===== src/inc/bldc_pkg.sv =====
// constants and types for the supply level detector controller
// assumes a 16-bit register port with byte and word access at the system clock
`default_nettype none
package bldc_pkg;
    // =========================================================
    // register map
    localparam logic [15:0] THRESHOLD_SELECT_ADDR = 16'hf0d0;
    localparam logic [15:0] ENABLE_STATUS_ADDR    = 16'hf0d1;
    localparam logic [7:0]  THRESHOLD_RESET       = 8'h00;
    localparam logic [7:0]  ENABLE_STATUS_RESET   = 8'h00;
    // =========================================================
    // field positions
    localparam int THRESHOLD_CODE_LSB = 0;
    localparam int THRESHOLD_CODE_W   = 4;
    localparam int DETECTOR_ON_BIT    = 0;
    localparam int BELOW_FLAG_BIT     = 1;
    // =========================================================
    // timing
    localparam int CLK_PERIOD_NS      = 100;
    localparam int SETTLE_TIME_MS     = 1;
    localparam int SETTLE_CYCLES      = (SETTLE_TIME_MS * 1000000 + CLK_PERIOD_NS - 1) / CLK_PERIOD_NS;
    // =========================================================
    // bus request carrier
    typedef struct packed
    {
        logic [15:0] addr;
        logic [15:0] wdata;
        logic        wr;
        logic        rd;
        logic        word;
    } bldc_req_type;
    // settling tracker states
    typedef enum logic [1:0]
    {
        BLDC_OFF      = 2'b00,
        BLDC_SETTLING = 2'b01,
        BLDC_READY    = 2'b11
    } bldc_state_type;
endpackage
`default_nettype wire


===== src/design/bldc_sync.sv =====
// two-stage synchroniser for one asynchronous level
// assumes the level may change at any time relative to clk
`default_nettype none
module bldc_sync
(
    // clock and reset
    input  wire logic clk,
    input  wire logic rst_n,
    // level
    input  wire logic async_in,
    output var  logic sync_out
);
    logic meta_r;
    logic meta_nxt;
    logic sync_r;
    logic sync_nxt;

    always_comb
    begin
        meta_nxt = async_in;
        sync_nxt = meta_r;
    end

    always_ff @(posedge clk or negedge rst_n)
    begin
        if (!rst_n)
        begin
            meta_r <= 1'b0;
            sync_r <= 1'b0;
        end
        else
        begin
            meta_r <= meta_nxt;
            sync_r <= sync_nxt;
        end
    end

    assign sync_out = sync_r;
endmodule
`default_nettype wire


===== src/design/bldc_ctrl.sv =====
// register front end for the supply level detector comparator
// assumes an analog comparator outside, output asynchronous to clk
// Function
// - four-bit threshold code drives comparator reference
// - enable bit, write sets state, resets zero
// - read-only below-threshold flag at bit one
// - comparator powered down while enable is zero
// - two byte registers, word access at lower
//
// Strobed register access was decided locally.
`default_nettype none
module bldc_ctrl
(
    // clock and reset
    input  wire logic                 clk,
    input  wire logic                 rst_n,
    // register port
    input  wire logic [15:0]          reg_addr,
    input  wire logic [15:0]          reg_wdata,
    input  wire logic                 reg_wr,
    input  wire logic                 reg_rd,
    input  wire logic                 reg_word,
    output var  logic [15:0]          reg_rdata,
    // analog comparator side
    output var  logic [3:0]           compare_threshold_voltage,
    output var  logic                 detector_power_on,
    input  wire logic                 comparator_below_async,
    // status
    output var  logic                 detector_settled
);
    // =========================================================
    // request decode
    bldc_pkg::bldc_req_type req;
    logic hit_lo;
    logic hit_hi;
    logic lane_lo;
    logic lane_hi;
    logic [7:0] lo_data;
    logic [7:0] hi_data;

    always_comb
    begin
        req.addr  = reg_addr;
        req.wdata = reg_wdata;
        req.wr    = reg_wr;
        req.rd    = reg_rd;
        req.word  = reg_word;
        hit_lo    = (req.addr == bldc_pkg::THRESHOLD_SELECT_ADDR);
        hit_hi    = (req.addr == bldc_pkg::ENABLE_STATUS_ADDR);
        lane_lo   = hit_lo;
        lane_hi   = hit_hi || (hit_lo && req.word);
        lo_data   = req.wdata[7:0];
        hi_data   = (hit_lo && req.word) ? req.wdata[15:8] : req.wdata[7:0];
    end

    // =========================================================
    // control registers
    logic [7:0] thr_r;
    logic [7:0] thr_nxt;
    logic       on_r;
    logic       on_nxt;

    always_comb
    begin
        thr_nxt = thr_r;
        on_nxt  = on_r;
        if (req.wr && lane_lo)
        begin
            thr_nxt = lo_data;
        end
        if (req.wr && lane_hi)
        begin
            on_nxt = hi_data[bldc_pkg::DETECTOR_ON_BIT];
        end
    end

    always_ff @(posedge clk or negedge rst_n)
    begin
        if (!rst_n)
        begin
            thr_r <= bldc_pkg::THRESHOLD_RESET;
            on_r  <= 1'b0;
        end
        else
        begin
            thr_r <= thr_nxt;
            on_r  <= on_nxt;
        end
    end

    // =========================================================
    // comparator result path
    logic below_sync;
    logic flag_r;
    logic flag_nxt;

    bldc_sync u_sync
    (
        .clk      (clk),
        .rst_n    (rst_n),
        .async_in (comparator_below_async),
        .sync_out (below_sync)
    );

    always_comb
    begin
        flag_nxt = on_r ? below_sync : 1'b0;
    end

    always_ff @(posedge clk or negedge rst_n)
    begin
        if (!rst_n)
        begin
            flag_r <= 1'b0;
        end
        else
        begin
            flag_r <= flag_nxt;
        end
    end

    // =========================================================
    // settling tracker
    bldc_pkg::bldc_state_type st_r;
    bldc_pkg::bldc_state_type st_nxt;
    logic [$clog2(bldc_pkg::SETTLE_CYCLES+1)-1:0] cnt_r;
    logic [$clog2(bldc_pkg::SETTLE_CYCLES+1)-1:0] cnt_nxt;
    localparam logic [$clog2(bldc_pkg::SETTLE_CYCLES+1)-1:0] SETTLE_LAST =
        ($clog2(bldc_pkg::SETTLE_CYCLES+1))'(bldc_pkg::SETTLE_CYCLES - 1);

    always_comb
    begin
        st_nxt  = st_r;
        cnt_nxt = cnt_r;
        case (st_r)
            bldc_pkg::BLDC_OFF:
            begin
                cnt_nxt = '0;
                if (on_r)
                begin
                    st_nxt = bldc_pkg::BLDC_SETTLING;
                end
            end
            bldc_pkg::BLDC_SETTLING:
            begin
                if (!on_r)
                begin
                    st_nxt = bldc_pkg::BLDC_OFF;
                end
                else if (cnt_r == SETTLE_LAST)
                begin
                    st_nxt = bldc_pkg::BLDC_READY;
                end
                else
                begin
                    cnt_nxt = cnt_r + 1'b1;
                end
            end
            bldc_pkg::BLDC_READY:
            begin
                if (!on_r)
                begin
                    st_nxt = bldc_pkg::BLDC_OFF;
                end
            end
            default:
            begin
                st_nxt = bldc_pkg::BLDC_OFF;
            end
        endcase
    end

    always_ff @(posedge clk or negedge rst_n)
    begin
        if (!rst_n)
        begin
            st_r  <= bldc_pkg::BLDC_OFF;
            cnt_r <= '0;
        end
        else
        begin
            st_r  <= st_nxt;
            cnt_r <= cnt_nxt;
        end
    end

    // =========================================================
    // read data
    logic [15:0] rdata_r;
    logic [15:0] rdata_nxt;
    logic [7:0]  lo_view;
    logic [7:0]  hi_view;

    always_comb
    begin
        lo_view = thr_r;
        hi_view = 8'h00;
        hi_view[bldc_pkg::DETECTOR_ON_BIT] = on_r;
        hi_view[bldc_pkg::BELOW_FLAG_BIT]  = flag_r;
        rdata_nxt = 16'h0000;
        if (req.rd && hit_lo)
        begin
            rdata_nxt = req.word ? {hi_view, lo_view} : {8'h00, lo_view};
        end
        else if (req.rd && hit_hi)
        begin
            rdata_nxt = {8'h00, hi_view};
        end
    end

    always_ff @(posedge clk or negedge rst_n)
    begin
        if (!rst_n)
        begin
            rdata_r <= 16'h0000;
        end
        else
        begin
            rdata_r <= rdata_nxt;
        end
    end

    // =========================================================
    // outputs
    assign reg_rdata                 = rdata_r;
    assign compare_threshold_voltage = thr_r[bldc_pkg::THRESHOLD_CODE_LSB +: bldc_pkg::THRESHOLD_CODE_W];
    assign detector_power_on         = on_r;
    assign detector_settled          = (st_r == bldc_pkg::BLDC_READY);
endmodule
`default_nettype wire


===== config.mk =====
export PLATFORM = sky130hd
export DESIGN_NAME = bldc_ctrl
export DESIGN_NICKNAME = d
export VERILOG_FILES = /design/src/inc/bldc_pkg.sv /design/src/design/bldc_sync.sv /design/src/design/bldc_ctrl.sv
export SDC_FILE = /design/constraint.sdc
export NUM_CORES = 1
export LEC_CHECK = 0
export ABC_CLOCK_PERIOD_IN_PS = 4700
export CAP_MARGIN = 20
export CORE_UTILIZATION = 65
export CTS_CLUSTER_DIAMETER = 60
export CTS_CLUSTER_SIZE = 20
export DETAILED_ROUTE_END_ITERATION = 12
export DONT_BUFFER_PORTS = 1
export HOLD_SLACK_MARGIN = 0.15
export PLACE_DENSITY = 0.91
export RECOVER_POWER = 50
export SLEW_MARGIN = 20
export SYNTH_ARGS = -nofsm -noshare
export SYNTH_HDL_FRONTEND = slang
export SYNTH_SLANG_ARGS = --single-unit

===== constraint.sdc =====
create_clock -name clk -period 4.7 [get_ports clk]
set_clock_uncertainty 0.05 [all_clocks]
set_input_delay 0.94 -clock clk [delete_from_list [all_inputs] [get_ports clk]]
set_output_delay 0.94 -clock clk [all_outputs]
set_load 0.05 [all_outputs]

==> impl_results.md <==
- Count of TritonRoute iterations in the first routing pass: 4
- Power density of the placed cells: 404 mW/mm²
- P&R area growth vs syn: 3.47%
- Kind of end point of the critical path: output pin
- Clock tree from TritonCTS: yes
- Post-detailed-routing wire length: 3750 µm
- Clock network latency to the later pin of the worst-skew pair: 0.35 ns
- Element type at the critical path start: flip-flop
- Clock net sink count: 38
- Antenna violations before repair: 0
- Dpl cells: 200
- Root buffer selected by CTS: clkbuf_4
- Avg WL per Cell: 18.0 µm
- CP Launch Point: st_r[1]$_DFFE_PN0P_
- Sequential share of the synthesized area: 49.7%
- Worst reg2reg path startpoint: detector_power_on$_DFFE_PN0P_
- Reported max-cap violation count: 0
- Total of flip-flops plus latches after synthesis: 38
- HP Class: in -> async
- Htree depth: 2
- Clock period minus worst slack: 3.10 ns
- Number of antenna repair diodes: 0
- Final non-filler cell total: 208
- Worst slew pin tran: 0.870 ns
- CP peak stage delay: 0.80 ns
- Period Utilization, post-route: 66.0%
- Area of the die: 0.00316 mm²
- Crit path DAT: 2.11 ns
- Warning count from the yosys run: 0
- Outcome: finished clean
- Cell count after synthesis: 179
- Count of endpoints failing setup in the final report: 0
- Leak Pwr: 0.912 nW
- NetSw: 0.000221 W
- Setup TNS: 0 ns
- Number of buffers inserted by post-CTS setup repair: 0
- Commonest non-fill, non-tap cells in the layout: 38 x dfrtp_1, 27 x nand2_1, 12 x nor2_1, 8 x mux2_2, 7 x mux2i_1
- Number of max-slew violations in the final report: 0
- Most common library cell in the layout ignoring fill and taps: dfrtp_1
- Reg2reg path depth: 4
- TritonCTS Buffers: 5
- Final weighted congestion in routability-driven placement: 0.801
- Std cell rows: 19
- Relative contribution of the clock network to total power: 34.7%
- Aggregate global-route resource usage: 26.6%
- Ratio of cells with drive above 1 in the final layout: 15.8%
- Post-synth design cell area: 0.00191 mm²
- Width of the chip: 56.2 µm
- Initial DRC Count: 127
- I/O pins: 60
- Synthesized area per cell: 10.7 µm²
- Distinct cell type count after synthesis: 44
- Input/output buffers: 0
- Largest vdd supply drop: 0.000466 V
- Sequential share of power: 50.0%
- Worst hold slack across all endpoints: 0.208 ns
- HPWL Detailed: 2700 µm
- Via density: 6.50
- Library cell contributing the largest single delay on the critical path: dfrtp_1
- Instance area at placement: 0.00187 mm²
- Largest net degree at the start of global routing: 39
- Post-CTS resize count: 0
- Number of antenna-violating nets in the routed design: 0
- Internal cell power: 0.000577 W
- Global-route wire length before repair: 6310 µm
- Overflow left after global routing: 0
- Post-CTS Hold Fix Bufs: 0
- Total DRC errors in the routed layout: 0
- Comb power frac: 15.3%
- Worst-path maximum fanout: 21
- Switching share of power: 27.7%
- Endpoint required time on the critical path: 3.71 ns
- Final hold violation count: 0
- Tightest slew margin relative to the limit: 41.8%
- Setup repair after global routing missed its margin: no
- Clock transition at the registers of the reported paths: 0.12 ns
- Clock Path Buffers: 2
- Highest Clock Rate: 0.322 GHz
- Final Cell Area: 0.00198 mm²
- Nets: 215
- Sequence of cells on the critical path: inv_1, nor2_1
- Vias in the first global route: 1324
- Initial core utilization: 68.7%
- Vias: 1352
- CORE AREA: 0.00278 mm²
- Crit Path Class: reg -> out
- Die height: 56.2 µm
## metal layers
layer	vias to the layer above	routed length, µm	global-route usage, %
li1	635	-	-
met1	664	1560	33.0
met2	47	1910	42.9
met3	6	203	7.21
met4	0	74	12.9
met5	-	0	0
## path summary, 6_finish.rpt
path / endpoint / slack (ns)
max: detector_settled / 1.60
min in group clk: u_sync.sync_out$_DFF_PN0_ / 0.31
max in group asynchronous: cnt_r[5]$_DFFE_PN0P_ / 4.29
min reg2reg: u_sync.sync_out$_DFF_PN0_ / 0.31
max reg2reg: cnt_r[3]$_DFFE_PN0P_ / 2.70
min: cnt_r[12]$_DFFE_PN0P_ / 0.21
## cells in the mapped netlist
| cell type | number | share of area (%) |
|---|---|---|
| a211o_2 | 1 | 0.52 |
| a21o_2 | 1 | 0.46 |
| a41oi_4 | 1 | 1.4 |
| a211o_1 | 1 | 0.46 |
| nor3_2 | 1 | 0.52 |
| a221o_1 | 1 | 0.52 |
| o211ai_1 | 1 | 0.39 |
| ha_1 | 1 | 0.65 |
| inv_1 | 4 | 0.79 |
| buf_4 | 11 | 4.3 |
| a41oi_1 | 2 | 0.92 |
| conb_1 | 1 | 0.20 |
| o22ai_1 | 1 | 0.33 |
| nor4_4 | 1 | 1.1 |
| nor4b_2 | 1 | 0.79 |
| nor4bb_1 | 2 | 1.0 |
| a221o_2 | 1 | 0.59 |
| and4b_4 | 1 | 0.72 |
| nor2_4 | 1 | 0.59 |
| and4b_1 | 3 | 1.6 |
| o21ai_0 | 4 | 1.0 |
| clkbuf_1 | 3 | 0.59 |
| and2_1 | 8 | 2.6 |
| nor2_1 | 12 | 2.4 |
| a31o_2 | 1 | 0.46 |
| a21o_1 | 1 | 0.39 |
| nor4b_1 | 1 | 0.46 |
| o31ai_1 | 1 | 0.39 |
| and3_1 | 3 | 0.98 |
| nand4_1 | 4 | 1.3 |
| mux2i_1 | 7 | 3.7 |
| nand3_1 | 5 | 1.3 |
| o311ai_1 | 4 | 1.8 |
| o311ai_0 | 1 | 0.46 |
| and3_2 | 2 | 0.79 |
| mux2_2 | 8 | 4.7 |
| nor4_1 | 2 | 0.65 |
| a21oi_1 | 3 | 0.79 |
| a32oi_1 | 1 | 0.46 |
| nand3b_1 | 2 | 0.79 |
| nor3_1 | 3 | 0.79 |
| buf_1 | 1 | 0.20 |
| nand2_1 | 27 | 5.3 |
| dfrtp_1 | 38 | 50 |
## power by group through the flow
stage	Combinational [W]	Sequential, W	Clock, W
floorplan	0.000108	0.000393	0
global placement	0.000112	0.000398	0
detailed placement	0.000122	0.000404	0
CTS	0.000123	0.000398	0.000284
global route	0.000134	0.000405	0.000296
finish	0.000122	0.000399	0.000277
## logic make-up (layout without fill, tap and decap cells)
logic type	Yosys count	count (layout)	synth area share [%]
flip-flops	38	38	49.7
buffers and inverters	19	12	5.89
AND/OR/NAND/NOR	79	79	23.7
other	1	6	0.196
AO/OA/AOI/OAI	26	26	11.5
multiplexers	15	15	8.38
adder cells (fa/ha/maj)	1	1	0.654
## area by class of cell
class                      instances  area, µm²
clock buffer                       5       37.5
inverter                           4       15.0
clock inverter                     3       68.8
sequential                        38        951
tap                               31       38.8
fill                             196        803
multi-input combinational        127        867
## critical path, delay by kind of cell, from the launching register on
family	cells	cell delay (ns)
AND/OR/NAND/NOR	1	0.72
buffers and inverters	1	0.23
flip-flops	1	0.80
## state kept, by name, indices dropped and copies added, names as in the netlist
signal,cells
lo_view,8
reg_rdata,10
detector_power_on,1
cnt_r,14
u_sync.meta_r,1
u_sync.sync_out,1
st_r,2
flag_r,1
## stage by stage
step	util [%]	power [W]	setup WS, ns
6_report	71.1	0.000798	1.60
2_1_floorplan	-	0.000501	2.25
3_3_place_gp	67.3	0.000511	2.09
3_5_place_dp	67.3	0.000527	2.04
4_1_cts	71.1	0.000805	1.63
5_1_grt	71.1	0.000835	1.49
Power figures use the tool's default switching activity.
